**config.mk**
```make
export PLATFORM = sky130hd
export DESIGN_NAME = dbwrd_seq
export DESIGN_NICKNAME = d
export VERILOG_FILES = /design/src/rtl/dbwrd_pkg.sv /design/src/rtl/dbwrd_seq.sv /design/src/rtl/dbwrd_buf.sv
export SDC_FILE = /design/constraint.sdc
export NUM_CORES = 1
export LEC_CHECK = 0
export BUFFER_PORTS_ARGS = -buffer_cell sky130_fd_sc_hd__buf_4
export CORE_MARGIN = 2
export CORE_UTILIZATION = 30
export CTS_CLUSTER_SIZE = 30
export DETAILED_ROUTE_END_ITERATION = 6
export GPL_TIMING_DRIVEN = 1
export PLACE_DENSITY = 0.43
export SKIP_LAST_GASP = 1
export SYNTH_ARGS = -nofsm -noshare
export SYNTH_HDL_FRONTEND = slang
export SYNTH_HIERARCHICAL = 1
export SYNTH_SLANG_ARGS = --single-unit
```
**constraint.sdc**
```tcl
create_clock -name clk -period 3.32 [get_ports clk]
set_clock_uncertainty 0.05 [all_clocks]
set_input_delay 0.166 -clock clk [delete_from_list [all_inputs] [get_ports clk]]
set_output_delay 0.166 -clock clk [all_outputs]
set_load 0.005 [all_outputs]
```
**src/rtl/dbwrd_pkg.sv**
```systemverilog
// shared constants and types of the dram buffer write and refresh sequencer
package dbwrd_pkg;
    // ------------------------------------------------------------
    // timing
    // ------------------------------------------------------------
    localparam int CLK_NS = 10;
    localparam int BCLK_NS = 84;
    localparam int BCLK_DIV = (BCLK_NS / CLK_NS < 1) ? 1 : BCLK_NS / CLK_NS;
    localparam int DIV_W = (BCLK_DIV > 1) ? $clog2(BCLK_DIV) : 1;
    localparam int REF_NS = 15600;
    localparam int REF_CYCLES = REF_NS / CLK_NS;
    localparam int REF_W = $clog2(REF_CYCLES + 1);
    localparam int RAS_REC_BCLK = 2;
    localparam int REF_RAS_BCLK = 2;
    localparam int ROW_W = 10;
    localparam int DQ_W = 16;
    // ------------------------------------------------------------
    // width codes
    // ------------------------------------------------------------
    localparam logic [1:0] DW_4 = 2'h0;
    localparam logic [1:0] DW_8 = 2'h1;

    typedef enum logic [3:0] {
        S_IDLE = 4'h0,
        S_ROW = 4'h1,
        S_RAS = 4'h2,
        S_COL = 4'h3,
        S_CAS = 4'h4,
        S_INC = 4'h5,
        S_PRE = 4'h6,
        S_REC = 4'h7,
        S_REFC = 4'h8,
        S_REFR = 4'h9
    } dbwrd_state_t;

    typedef struct packed {
        logic [ROW_W-1:0] row;
        logic [ROW_W-1:0] col;
        logic [DQ_W-1:0] data;
        logic dma;
        logic last;
    } dbwrd_req_t;

    typedef struct packed {
        logic ras_n;
        logic column_strobe_n;
        logic wr_n;
        logic [ROW_W-1:0] addr;
        logic [DQ_W-1:0] dq;
    } dbwrd_dram_t;

    localparam dbwrd_dram_t DRAM_IDLE = '{1'b1, 1'b1, 1'b1, '0, '0};

    typedef struct packed {
        dbwrd_state_t st;
        logic cnt;
        logic [1:0] sub;
        logic [1:0] dw;
        logic [DIV_W-1:0] div;
        logic [REF_W-1:0] rtmr;
        logic ref_pend;
        logic [DQ_W-1:0] shift;
        logic [ROW_W-1:0] col;
        logic dma;
        logic last;
        logic dack;
        logic tc;
        dbwrd_dram_t dram;
    } dbwrd_regs_t;
endpackage

```
**src/rtl/dbwrd_seq.sv**
```systemverilog
// dram page mode write, cas-before-ras refresh and dma acknowledge sequencer
// ------------------------------------------------------------
// ------------------------------------------------------------
`timescale 1ns/1ns
module dbwrd_seq (
    input wire logic clk,
    input wire logic arst_n,
    input wire logic wide_periph_bus_sel,
    input wire logic [1:0] dram_width_sel,
    input wire logic req_valid,
    output logic req_ready,
    input wire dbwrd_pkg::dbwrd_req_t req,
    output dbwrd_pkg::dbwrd_dram_t dram,
    output logic dma_ack,
    output logic dma_tc,
    output logic busy
);
    // ------------------------------------------------------------
    // decode
    // ------------------------------------------------------------
    // page cycles per word, minus one
    function automatic logic [1:0] sub_last(input logic dma, input logic wide,
                                            input logic [1:0] dw);
        logic w16;
        w16 = dma && wide;
        if (dw == dbwrd_pkg::DW_4) begin
            sub_last = w16 ? 2'h3 : 2'h1;
        end else if (dw == dbwrd_pkg::DW_8) begin
            sub_last = w16 ? 2'h1 : 2'h0;
        end else begin
            sub_last = 2'h0;
        end
    endfunction

    function automatic logic [dbwrd_pkg::DQ_W-1:0] next_slice(
        input logic [dbwrd_pkg::DQ_W-1:0] d, input logic [1:0] dw);
        if (dw == dbwrd_pkg::DW_4) begin
            next_slice = d >> 4;
        end else if (dw == dbwrd_pkg::DW_8) begin
            next_slice = d >> 8;
        end else begin
            next_slice = d;
        end
    endfunction

    // ------------------------------------------------------------
    // buffer in the data path
    // ------------------------------------------------------------
    dbwrd_pkg::dbwrd_regs_t r_reg;
    dbwrd_pkg::dbwrd_regs_t r_next;
    logic q_valid;
    logic pop;
    logic bclk;
    dbwrd_pkg::dbwrd_req_t q;

    dbwrd_buf #(.W($bits(dbwrd_pkg::dbwrd_req_t))) u_buf (
        .clk(clk),
        .arst_n(arst_n),
        .in_valid(req_valid),
        .in_ready(req_ready),
        .in_data(req),
        .out_valid(q_valid),
        .out_ready(pop),
        .out_data(q)
    );

    assign bclk = (r_reg.div == dbwrd_pkg::DIV_W'(dbwrd_pkg::BCLK_DIV - 1));
    // refresh wins over a queued word, but only from idle
    assign pop = bclk && (r_reg.st == dbwrd_pkg::S_IDLE) && !r_reg.ref_pend
                 && q_valid;
    assign dram = r_reg.dram;
    assign dma_ack = r_reg.dack;
    assign dma_tc = r_reg.tc;
    assign busy = (r_reg.st != dbwrd_pkg::S_IDLE);

    // ------------------------------------------------------------
    // sequencer
    // ------------------------------------------------------------
    always_comb begin
        logic expire;
        expire = (r_reg.rtmr == dbwrd_pkg::REF_W'(dbwrd_pkg::REF_CYCLES - 1));
        r_next = r_reg;
        r_next.dack = 1'b0;
        r_next.tc = 1'b0;
        r_next.div = bclk ? '0 : r_reg.div + 1'b1;
        r_next.rtmr = expire ? '0 : r_reg.rtmr + 1'b1;
        if (bclk) begin
            unique case (r_reg.st)
                dbwrd_pkg::S_IDLE: begin
                    if (r_reg.ref_pend) begin
                        r_next.dram.column_strobe_n = 1'b0;
                        r_next.ref_pend = 1'b0;
                        r_next.st = dbwrd_pkg::S_REFC;
                    end else if (q_valid) begin
                        r_next.dram.addr = q.row;
                        r_next.col = q.col;
                        r_next.shift = q.data;
                        r_next.dma = q.dma;
                        r_next.last = q.last;
                        r_next.dw = dram_width_sel;
                        r_next.sub = sub_last(q.dma, wide_periph_bus_sel,
                                              dram_width_sel);
                        r_next.st = dbwrd_pkg::S_ROW;
                    end
                end
                dbwrd_pkg::S_ROW: begin
                    r_next.dram.ras_n = 1'b0;
                    r_next.dram.wr_n = 1'b0;
                    r_next.st = dbwrd_pkg::S_RAS;
                end
                dbwrd_pkg::S_RAS: begin
                    // column comes from the latch: the buffer head may already hold the next word
                    r_next.dram.addr = r_reg.col;
                    r_next.st = dbwrd_pkg::S_COL;
                end
                dbwrd_pkg::S_COL: begin
                    r_next.dram.column_strobe_n = 1'b0;
                    r_next.st = dbwrd_pkg::S_CAS;
                end
                dbwrd_pkg::S_CAS: begin
                    r_next.dram.addr = r_reg.dram.addr + 1'b1;
                    r_next.shift = next_slice(r_reg.shift, r_reg.dw);
                    r_next.st = dbwrd_pkg::S_INC;
                end
                dbwrd_pkg::S_INC: begin
                    r_next.dram.column_strobe_n = 1'b1;
                    r_next.st = dbwrd_pkg::S_PRE;
                end
                dbwrd_pkg::S_PRE: begin
                    if (r_reg.sub != 2'h0) begin
                        r_next.sub = r_reg.sub - 1'b1;
                        r_next.dram.column_strobe_n = 1'b0;
                        r_next.st = dbwrd_pkg::S_CAS;
                    end else begin
                        r_next.dram.ras_n = 1'b1;
                        r_next.dram.wr_n = 1'b1;
                        r_next.dack = r_reg.dma;
                        r_next.tc = r_reg.dma && r_reg.last;
                        r_next.cnt = 1'b1;
                        r_next.st = dbwrd_pkg::S_REC;
                    end
                end
                dbwrd_pkg::S_REC: begin
                    r_next.cnt = 1'b0;
                    if (!r_reg.cnt) begin
                        r_next.st = dbwrd_pkg::S_IDLE;
                    end
                end
                dbwrd_pkg::S_REFC: begin
                    r_next.dram.ras_n = 1'b0;
                    r_next.cnt = 1'b1;
                    r_next.st = dbwrd_pkg::S_REFR;
                end
                dbwrd_pkg::S_REFR: begin
                    r_next.cnt = 1'b0;
                    if (!r_reg.cnt) begin
                        r_next.dram.ras_n = 1'b1;
                        r_next.dram.column_strobe_n = 1'b1;
                        r_next.cnt = 1'b1;
                        r_next.st = dbwrd_pkg::S_REC;
                    end
                end
                default: begin
                    r_next.st = dbwrd_pkg::S_IDLE;
                end
            endcase
        end
        // a timer expiry in the cycle the request is taken is kept
        if (expire) begin
            r_next.ref_pend = 1'b1;
        end
        r_next.dram.dq = r_next.shift;
    end

    always_ff @(posedge clk or negedge arst_n) begin
        if (!arst_n) begin
            r_reg <= '{st: dbwrd_pkg::S_IDLE, dram: dbwrd_pkg::DRAM_IDLE, default: '0};
        end else begin
            r_reg <= r_next;
        end
    end

    // ------------------------------------------------------------
    // assertions
    // ------------------------------------------------------------
    localparam int BD = dbwrd_pkg::BCLK_DIV;
    localparam int BD2 = 2 * dbwrd_pkg::BCLK_DIV;
    logic [5:0] ras_hi_cnt;
    logic [2:0] cas_falls;
    logic cas_d;
    logic [2:0] exp_falls;
    logic [dbwrd_pkg::ROW_W-1:0] exp_row;
    logic [dbwrd_pkg::ROW_W-1:0] exp_col;
    logic exp_dma;
    logic exp_last;

    // expectations come from the word leaving the buffer, not from the sequencer state
    // ras counts as long idle after reset, so the first word is not flagged
    always_ff @(posedge clk or negedge arst_n) begin
        if (!arst_n) begin
            ras_hi_cnt <= '1;
            cas_falls <= '0;
            cas_d <= 1'b1;
            exp_falls <= 3'h1;
            exp_row <= '0;
            exp_col <= '0;
            exp_dma <= 1'b0;
            exp_last <= 1'b0;
        end else begin
            cas_d <= dram.column_strobe_n;
            ras_hi_cnt <= !dram.ras_n ? 6'h0 : (&ras_hi_cnt ? ras_hi_cnt : ras_hi_cnt + 1'b1);
            if (dram.ras_n) begin
                cas_falls <= '0;
            end else if (cas_d && !dram.column_strobe_n) begin
                cas_falls <= cas_falls + 1'b1;
            end
            if (pop) begin
                exp_row <= q.row;
                exp_col <= q.col;
                exp_dma <= q.dma;
                exp_last <= q.dma && q.last;
                if (dram_width_sel[1]) begin
                    exp_falls <= 3'h1;
                end else if (q.dma && wide_periph_bus_sel) begin
                    exp_falls <= dram_width_sel[0] ? 3'h2 : 3'h4;
                end else begin
                    exp_falls <= dram_width_sel[0] ? 3'h1 : 3'h2;
                end
            end
        end
    end
endmodule

```
**src/rtl/dbwrd_buf.sv**
```systemverilog
// two-entry buffer with valid and ready on both sides
`timescale 1ns/1ns
module dbwrd_buf #(
    parameter int W = 8
) (
    input wire logic clk,
    input wire logic arst_n,
    input wire logic in_valid,
    output logic in_ready,
    input wire logic [W-1:0] in_data,
    output logic out_valid,
    input wire logic out_ready,
    output logic [W-1:0] out_data
);
    typedef struct packed {
        logic [1:0][W-1:0] mem;
        logic wp;
        logic rp;
        logic [1:0] cnt;
    } dbwrd_buf_t;

    dbwrd_buf_t b_reg;
    dbwrd_buf_t b_next;
    logic push;
    logic pop;

    // full and empty come straight from the count, so back-pressure is exact
    assign in_ready = (b_reg.cnt != 2'h2);
    assign out_valid = (b_reg.cnt != 2'h0);
    assign out_data = b_reg.mem[b_reg.rp];
    assign push = in_valid && in_ready;
    assign pop = out_valid && out_ready;

    always_comb begin
        b_next = b_reg;
        if (push) begin
            b_next.mem[b_reg.wp] = in_data;
            b_next.wp = ~b_reg.wp;
        end
        if (pop) begin
            b_next.rp = ~b_reg.rp;
        end
        b_next.cnt = b_reg.cnt + {1'b0, push} - {1'b0, pop};
    end

    always_ff @(posedge clk or negedge arst_n) begin
        if (!arst_n) begin
            b_reg <= '0;
        end else begin
            b_reg <= b_next;
        end
    end
endmodule

```
==> results of run 1 <==
## layer usage
metal / GRT usage, % / routed length [um] / share of wire [%]
met5: 0 / 0 / 0
met3: 3.18 / 869 / 4.8
met4: 4.63 / 282 / 1.6
met1: 19.5 / 8680 / 48
met2: 22.4 / 8100 / 45
## worst min-delay path by stage
| stage | from | to | slack (ns) |
|---|---|---|---|
| detailed placement | arst_n | u_buf/b_reg[18]$_DFFE_PN0P_ | 0.22 |
| CTS | req_valid | u_buf/b_reg[3]$_DFFE_PN0N_ | 0.01 |
| global placement | arst_n | u_buf/b_reg[14]$_DFFE_PN0P_ | 0.20 |
| floorplan | arst_n | dma_ack$_DFF_PN0_ | -0.18 |
| finish | req_valid | u_buf/b_reg[3]$_DFFE_PN0N_ | 0.03 |
| global route | req_valid | u_buf/b_reg[3]$_DFFE_PN0N_ | 0.02 |
## timing repair
item | in CTS | in global routing
hold endpoints to repair | 153 | 0
hold buffers | 41 | 0
endpoints found under the setup margin | 0 | 0
## area by class of cell
class	instances	share of cell area (%)
Sequential cell	147	39.8
Tap cell	330	4.46
Clock inverter	12	2.11
Timing Repair Buffer	130	11.7
Multi-Input combinational cell	403	36.7
Inverter	12	0.487
Clock buffer	20	4.72
## placed cells by master (no fill, tap or decap), types with 17 or more instances in the layout
master and count:
a21oi_1 19, buf_4 88, clkbuf_16 17, dfrtp_1 144, dlygate4sd3_1 41, mux2_2 89, mux2_4 40, nand2_1 39
nor2_1 20, o21ai_0 30
## Yosys cell counts, types with 9 or more instances
| cell type | n | area (um^2) |
|---|---|---|
| mux2_2 | 89 | 1000 |
| o21ai_0 | 31 | 155 |
| clkbuf_1 | 11 | 41.3 |
| buf_4 | 31 | 233 |
| inv_1 | 12 | 45.0 |
| nor2_1 | 20 | 75.1 |
| xnor2_1 | 9 | 78.8 |
| a31oi_1 | 14 | 87.6 |
| dfrtp_1 | 144 | 3600 |
| a21oi_1 | 19 | 95.1 |
| buf_2 | 13 | 65.1 |
| mux2_4 | 40 | 601 |
| nand3_1 | 14 | 70.1 |
| nand2_1 | 39 | 146 |
## metrics by stage
stage          setup WS (ns)  instances  hold WS [ns]  total power [W]
2_1_floorplan          0.953        624        -0.180          0.00568
3_3_place_gp           0.966        981         0.204          0.00641
3_5_place_dp           0.908        981         0.220          0.00648
4_1_cts                0.886       1054        0.0148          0.00865
5_1_grt                0.685       1054        0.0237          0.00912
6_report               0.865       1054        0.0274          0.00854
## where the power goes
part | internal (W) | switching (W)
Combinational | 0.00186 | 0.00141
Sequential | 0.00257 | 0.000629
Clock | 0.00128 | 0.000795
Total | 0.00571 | 0.00283
## worst max-delay path: stages (launching register included)
cell and delay, ns:
dfrtp_1 0.54, or4b_1 1.07, nor3_2 0.43, a22oi_1 0.10, o21ai_0 0.17
## cells by family after synthesis
family	Yosys count	synth area share (%)
AND/OR/NAND/NOR	137	10.9
flip-flops	147	48.7
adder cells (fa/ha/maj)	7	1.16
multiplexers	131	21.5
AO/OA/AOI/OAI	113	9.65
buffers and inverters	74	6.36
XOR/XNOR	15	1.74
==> metrics.cfg, run 1 <==
[outcome]
outcome = finished, final reports clean

[cells_and_area]
largest_reg_flops = 80
fin_area_um2 = 9250
multi_input_area_um2 = 3400
antennaDiodeCount = 0
fin_nets = 762
postLayoutCoreUtil_pct = 37.1
syn2layout_area_growth_pct = 22.4
seq_area_um2 = 3680
drive_above_1_share_pct = 38.0
fill_cells = 2444

[sta]
setup_viol = 0
tns_ns = 0
period_share_pct = 74.0
drv_slew = 0
rsz0062_at_grt = false
hold_violations = 0
period_needed_ns = 2.46
relSlewSlack_pct = 25.7
worst_pin_slew_ns = 1.11
max_freq_mhz = 407

[detailed_routing]
drc_errors = 0
dr.pass1.iters = 4
wl_mm = 17.9
ant_nets = 0
vias_per_cell = 4.85
drt_iter0_drc = 193
wl_per_cell_um = 17.0
num_vias = 5111

[floorplan]
initial_core_util_pct = 30.3
io_pins = 77
dieArea_um2 = 26500
die_y_um = 163
coreArea_um2 = 25000
rows = 58
die_x_um = 163

[synthesis]
syn_inst = 624
synthFlopType = dfrtp_1
ys_warn_count = 6
ys_ff_latch = 147
avgSynthCellArea_um2 = 12.1
ys_seq_area_share_pct = 48.7
synth_nets = 675
synthArstFlopShare_pct = 100
synth_edf_count = 0
synth.cell_area_um2 = 7560
ys_types = 68

[grt]
antenna_found_initial = 0
grt_first_pass_wirelength_mm = 29.3
grt_pass1_vias = 5349
grt_max_degree = 79
grt_overflow_total = 0
grtUsageTotal_pct = 14.2

[clock_network]
insertion_delay_ns = 0.42
clock-sinks = 147
cts_root_buf = clkbuf_16
cts_setup_buffers = 0
cts_made_buffers = 17
clockBufferDepth = 2
clk_pin_slew_ns = 0.07
h-tree-depth = 4
cts_tree = built
ctsResizeCount = 0

[critical_path]
reg2reg_slack_ns = 0.86
crit_type = reg -> reg
rr_endpoint = dram[10]$_DFFE_PN0P_
endpoint_kind = flop
crit_arrival_ns = 2.74
cp-start-kind = flop
reg2reg_depth = 4
crit_required_ns = 3.60
r2r_start = r_reg[79]$_DFFE_PN0P_
setup.worst_path.end = dram[10]$_DFFE_PN0P_
critPathLaunch = r_reg[79]$_DFFE_PN0P_
crit_fanout = 28

[hold_path]
min_path_cells = 3
hp-class = in -> reg

[pwr]
vdd_drop_max_mv = 0.369
power_density_nw_per_um2 = 923
p_leak_nw = 3.96

[flow_run]
cap_violations = 0

[placement]
port_buffers = 76
gp_congestion = 0.801
dp_hpwl_mm = 11.9
placed_area_um2 = 8210

No activity file was read; power rests on OpenSTA's default activity.
==> run 2: changes to the inputs <==
--- a/config.mk
+++ b/config.mk
@@ -11,7 +11,7 @@
 export CTS_CLUSTER_SIZE = 30
 export DETAILED_ROUTE_END_ITERATION = 6
 export GPL_TIMING_DRIVEN = 1
-export PLACE_DENSITY = 0.43
+export PLACE_DENSITY = 0.45
 export SKIP_LAST_GASP = 1
 export SYNTH_ARGS = -nofsm -noshare
 export SYNTH_HDL_FRONTEND = slang
==> constraint.sdc (replaced) <==
create_clock -name clk -period 2.2 [get_ports clk]
set_clock_uncertainty 0.05 [all_clocks]
set_input_delay 0.11 -clock clk [delete_from_list [all_inputs] [get_ports clk]]
set_output_delay 0.11 -clock clk [all_outputs]
set_load 0.005 [all_outputs]
==> metrics.cfg, run 2 (synthesis results as in run 1) <==
[outcome]
outcome = finished, final reports clean

[detailed_routing]
wl_per_cell_um = 16.7
num_vias = 5130
dr.pass1.iters = 4
drc_errors = 0
wl_mm = 17.9
vias_per_cell = 4.79
drt_iter0_drc = 213
ant_nets = 0

[critical_path]
cp.depth = 10
cp-start-kind = flop
cpPeakStageDelay_ns = 0.43
endpoint_kind = flop
crit_fanout = 5
critPathSlowestCell = dfrtp_1
path_buf_inv = 2
reg2reg_depth = 10
cp_top_family = simple AND/OR/NAND/NOR gates
reg2reg_slack_ns = 0.16
crit_required_ns = 2.49
crit_type = reg -> reg
rr_endpoint = u_buf/b_reg[1]$_DFF_PN0_
worstPathCellList = or2_4 > nor2b_1 > nand3_2 > inv_1 > and2_1 > ha_1 > inv_1 > ha_1 > xnor2_1 > xnor2_1
r2r_start = u_buf/b_reg[1]$_DFF_PN0_
crit_arrival_ns = 2.33

[cells_and_area]
final_common_cell = dfrtp_1
syn2layout_area_growth_pct = 25.0
antennaDiodeCount = 0
postLayoutCoreUtil_pct = 37.8
fill_cells = 2461
fin_nets = 779
seq_area_um2 = 3680
fin_area_um2 = 9450
final_cell_mix = 144 x dfrtp_1, 98 x buf_4, 89 x mux2_2
multi_input_area_um2 = 3410
drive_above_1_share_pct = 39.5
largest_reg_flops = 80

[sta]
period_needed_ns = 2.04
worst_pin_slew_ns = 0.690
rsz0062_at_grt = false
setup_viol = 0
hold_violations = 0
drv_slew = 0
period_share_pct = 92.5
fin_ws_ns = 0.164
relSlewSlack_pct = 53.8
max_freq_mhz = 491
tns_ns = 0

[clock_network]
cts_made_buffers = 17
h-tree-depth = 4
insertion_delay_ns = 0.42
cts_root_buf = clkbuf_16
clk_pin_slew_ns = 0.07
clock-sinks = 147
clockBufferDepth = 2
cts_tree = built

[floorplan]
rows = 58
die_y_um = 163
dieArea_um2 = 26500
coreArea_um2 = 25000
die_x_um = 163
initial_core_util_pct = 30.3
io_pins = 77

[pwr]
power_density_nw_per_um2 = 1380
p_total_w = 0.0130
p_leak_nw = 4.05
vdd_drop_max_mv = 0.610

[grt]
antenna_found_initial = 0
grt_max_degree = 57
grtUsageTotal_pct = 14.2
grt_overflow_total = 0
grt_first_pass_wirelength_mm = 29.4
grt_pass1_vias = 5292

[placement]
place_worst_setup_slack_ns = 0.173
port_buffers = 76
gp_congestion = 0.814
placed_area_um2 = 8410
dp_hpwl_mm = 12.1

[hold_path]
hp-class = in -> async

[flow_run]
cap_violations = 0

[run 2: cell type report]
type	instances	share of cell area, %
Clock buffer	19	4.58
Clock inverter	13	1.85
Inverter	12	0.477
Multi-Input combinational cell	403	36.1
Sequential cell	147	39.0
Tap cell	330	4.37
Timing Repair Buffer	147	13.6
[run 2: worst max path at each step]
stage	end	from	slack [ns]
2_1_floorplan	u_buf/b_reg[1]$_DFF_PN0_	r_reg[81]$_DFFE_PN0P_	0.04
3_3_place_gp	u_buf/b_reg[1]$_DFF_PN0_	u_buf/b_reg[1]$_DFF_PN0_	0.19
3_5_place_dp	u_buf/b_reg[1]$_DFF_PN0_	u_buf/b_reg[1]$_DFF_PN0_	0.17
4_1_cts	u_buf/b_reg[1]$_DFF_PN0_	u_buf/b_reg[1]$_DFF_PN0_	0.15
5_1_grt	u_buf/b_reg[1]$_DFF_PN0_	u_buf/b_reg[1]$_DFF_PN0_	0.03
6_report	u_buf/b_reg[1]$_DFF_PN0_	u_buf/b_reg[1]$_DFF_PN0_	0.16
[run 2: per-stage QoR]
stage,hold WS (ns),instances
2_1_floorplan,-0.236,624
3_3_place_gp,0.0671,997
3_5_place_dp,0.0767,997
4_1_cts,0.159,1071
5_1_grt,0.183,1071
6_report,0.171,1071
[run 2: power by group]
part | switching [W] | total [W] | leakage [nW] | internal, W
registers | 0.000915 | 0.00480 | 1.78 | 0.00388
logic | 0.00222 | 0.00520 | 1.98 | 0.00298
clock network | 0.00120 | 0.00301 | 0.294 | 0.00181
[run 2: per-layer routing]
layer,global-route usage [%],routed length (um),up-vias
met4,3.98,199,0
met3,3.79,931,12
met1,19.6,8590,2572
li1,-,-,2444
met2,22.1,8180,102
met5,0,0,-
[run 2: worst register-to-register path: stages, from the launching register on]
cell	delay, ns
dfrtp_1	0.43
or2_4	0.27
nor2b_1	0.16
nand3_2	0.08
inv_1	0.03
and2_1	0.15
ha_1	0.28
inv_1	0.04
ha_1	0.17
xnor2_1	0.16
xnor2_1	0.14
[run 2: what timing repair did]
| action | CTS | global route |
|---|---|---|
| gates resized for setup | 0 | 1 |
| setup buffers | 0 | 0 |
| hold buffers | 42 | 0 |
| endpoints found under the setup margin | 0 | 1 |
| hold endpoints to repair | 132 | 0 |
==> run 3: changes to the inputs <==
--- a/config.mk
+++ b/config.mk
@@ -6,12 +6,14 @@
 export NUM_CORES = 1
 export LEC_CHECK = 0
 export BUFFER_PORTS_ARGS = -buffer_cell sky130_fd_sc_hd__buf_4
+export CAP_MARGIN = 20
+export CORE_ASPECT_RATIO = 1.1
 export CORE_MARGIN = 2
 export CORE_UTILIZATION = 30
 export CTS_CLUSTER_SIZE = 30
 export DETAILED_ROUTE_END_ITERATION = 6
 export GPL_TIMING_DRIVEN = 1
-export PLACE_DENSITY = 0.45
+export PLACE_DENSITY = 0.43
 export SKIP_LAST_GASP = 1
 export SYNTH_ARGS = -nofsm -noshare
 export SYNTH_HDL_FRONTEND = slang
==> constraint.sdc (replaced) <==
create_clock -name clk -period 2.5 [get_ports clk]
set_clock_uncertainty 0.05 [all_clocks]
set_input_delay 0.125 -clock clk [delete_from_list [all_inputs] [get_ports clk]]
set_output_delay 0.125 -clock clk [all_outputs]
set_load 0.005 [all_outputs]
==> metrics.cfg, run 3 (synthesis results as in run 1) <==
[pwr]
netSwitchingPower_w = 0.00387
p_comb_share_pct = 40.6
p_leak_nw = 4.00
p_sw_share_pct = 34.6
vdd_drop_max_mv = 0.418
clkPwrFrac_pct = 22.3
power_density_nw_per_um2 = 1200
p_int_w = 0.00731
power_frac_seq_pct = 37.1

[detailed_routing]
drc_errors = 0
vias_per_cell = 4.89
ant_nets = 0
drt_iter0_drc = 221
dr.pass1.iters = 4
wl_per_cell_um = 17.3
wl_mm = 18.1
num_vias = 5117

[critical_path]
crit_arrival_ns = 2.45
reg2reg_slack_ns = 0.34
rr_endpoint = u_buf/b_reg[1]$_DFF_PN0_
crit_required_ns = 2.79
cp-start-kind = flop
cpPeakStageDelay_ns = 0.43
critPathSlowestCell = dfrtp_1
cp.depth = 10
worstPathCellList = or2_2 > nor2b_1 > nand3_1 > inv_1 > and2_1 > ha_1 > inv_1 > ha_1 > xnor2_1 > xnor2_1
cp_top_family = simple AND/OR/NAND/NOR gates
crit_type = reg -> reg
r2r_start = u_buf/b_reg[1]$_DFF_PN0_
setup.worst_path.end = u_buf/b_reg[1]$_DFF_PN0_
critPathLaunch = u_buf/b_reg[1]$_DFF_PN0_
endpoint_kind = flop
reg2reg_depth = 10
crit_fanout = 5
path_buf_inv = 2

[cells_and_area]
final_common_cell = dfrtp_1
fin_cells = 1046
drive_above_1_share_pct = 39.3
largest_reg_flops = 80
fin_nets = 774
antennaDiodeCount = 0
syn2layout_area_growth_pct = 23.1
final_cell_mix = 144 x dfrtp_1, 96 x buf_4, 89 x mux2_2
fill_cells = 2407

[grt]
grt_first_pass_wirelength_mm = 29.2
grt_overflow_total = 0
grt_pass1_vias = 5405
grt_max_degree = 60
grtUsageTotal_pct = 14.2
antenna_found_initial = 0

[clock_network]
cts_made_buffers = 17
cts_setup_buffers = 0
ctsResizeCount = 0
clock-sinks = 147
insertion_delay_ns = 0.42
clk_pin_slew_ns = 0.07
cts_tree = built
clockBufferDepth = 2
h-tree-depth = 4
cts_root_buf = clkbuf_16

[outcome]
outcome = finished, final reports clean

[flow_run]
cap_violations = 0

[placement]
dp_hpwl_mm = 12.4
dp.cells = 971
gp_congestion = 0.814
port_buffers = 76

[floorplan]
io_pins = 77
dieArea_um2 = 26500
coreArea_um2 = 24600
die_x_um = 155
die_y_um = 170
initial_core_util_pct = 30.7
rows = 60

[hold_path]
hp-class = in -> async

[sta]
rsz0062_at_grt = false
period_needed_ns = 2.16
setup_viol = 0
period_share_pct = 86.3
tns_ns = 0
relSlewSlack_pct = 57.6
worst_pin_slew_ns = 0.633
drv_slew = 0
max_freq_mhz = 464
hold_violations = 0

## run 3: changes by cell type in the layout (fill, tap and decap cells not counted), moves of 2 or more
| cell | before | now |
|---|---|---|
| buf_12 | 6 | 2 |
| bufinv_16 | 3 | 0 |
| buf_4 | 98 | 96 |
| clkbuf_1 | 2 | 0 |
| clkinv_8 | 0 | 2 |
| inv_6 | 3 | 5 |
## run 3: timing repair
action | 4_1_cts | 5_1_grt
endpoints found under the hold margin | 170 | 0
setup endpoints to repair | 0 | 0
hold buffers | 42 | 0
## run 3: area by class of cell
type,instances,area [um^2],share of cell area (%)
Sequential cell,147,3680,39.6
Tap cell,310,388,4.17
Clock inverter,14,141,1.52
Timing Repair Buffer,142,1210,13.0
Multi-Input combinational cell,403,3400,36.5
Clock buffer,18,439,4.72
Inverter,12,45.0,0.484
## run 3: stage by stage
step	power [W]	util [%]	setup WS (ns)	instance area (um^2)	hold slack [ns]
floorplan	0.00754	-	0.133	7560	-0.221
global placement	0.00860	33.6	0.273	8290	0.0117
detailed placement	0.00873	33.6	0.172	8290	0.0147
CTS	0.0113	37.7	0.170	9290	0.137
global route	0.0120	37.8	0.233	9300	0.161
finish	0.0112	37.8	0.343	9300	0.135
## run 3: power groups by stage
stage | clock network, W | logic [W] | registers [W]
after global placement | 0 | 0.00445 | 0.00415
after floorplan | 0 | 0.00362 | 0.00392
after global routing | 0.00269 | 0.00499 | 0.00430
after CTS | 0.00257 | 0.00462 | 0.00415
after detailed placement | 0 | 0.00454 | 0.00419
final | 0.00249 | 0.00454 | 0.00415
## run 3: worst min path at each step
stage / startpoint / end / slack [ns] / cells after the start
after global placement: arst_n / u_buf/b_reg[21]$_DFFE_PN0P_ / 0.01 / 1
after CTS: arst_n / u_buf/b_reg[59]$_DFFE_PN0P_ / 0.14 / 2
after detailed placement: arst_n / u_buf/b_reg[59]$_DFFE_PN0P_ / 0.01 / 1
after floorplan: arst_n / dma_ack$_DFF_PN0_ / -0.22 / 0
after global routing: arst_n / dram[18]$_DFFE_PN0P_ / 0.16 / 2
final: arst_n / u_buf/b_reg[59]$_DFFE_PN0P_ / 0.13 / 2
## run 3: layer usage
| metal | up-vias | track usage [%] | routed length [um] |
|---|---|---|---|
| met5 | - | 0 | 0 |
| met4 | 0 | 4.11 | 223 |
| met3 | 15 | 3.59 | 700 |
| met2 | 101 | 22.9 | 8490 |
| met1 | 2564 | 18.8 | 8660 |
| li1 | 2437 | - | - |
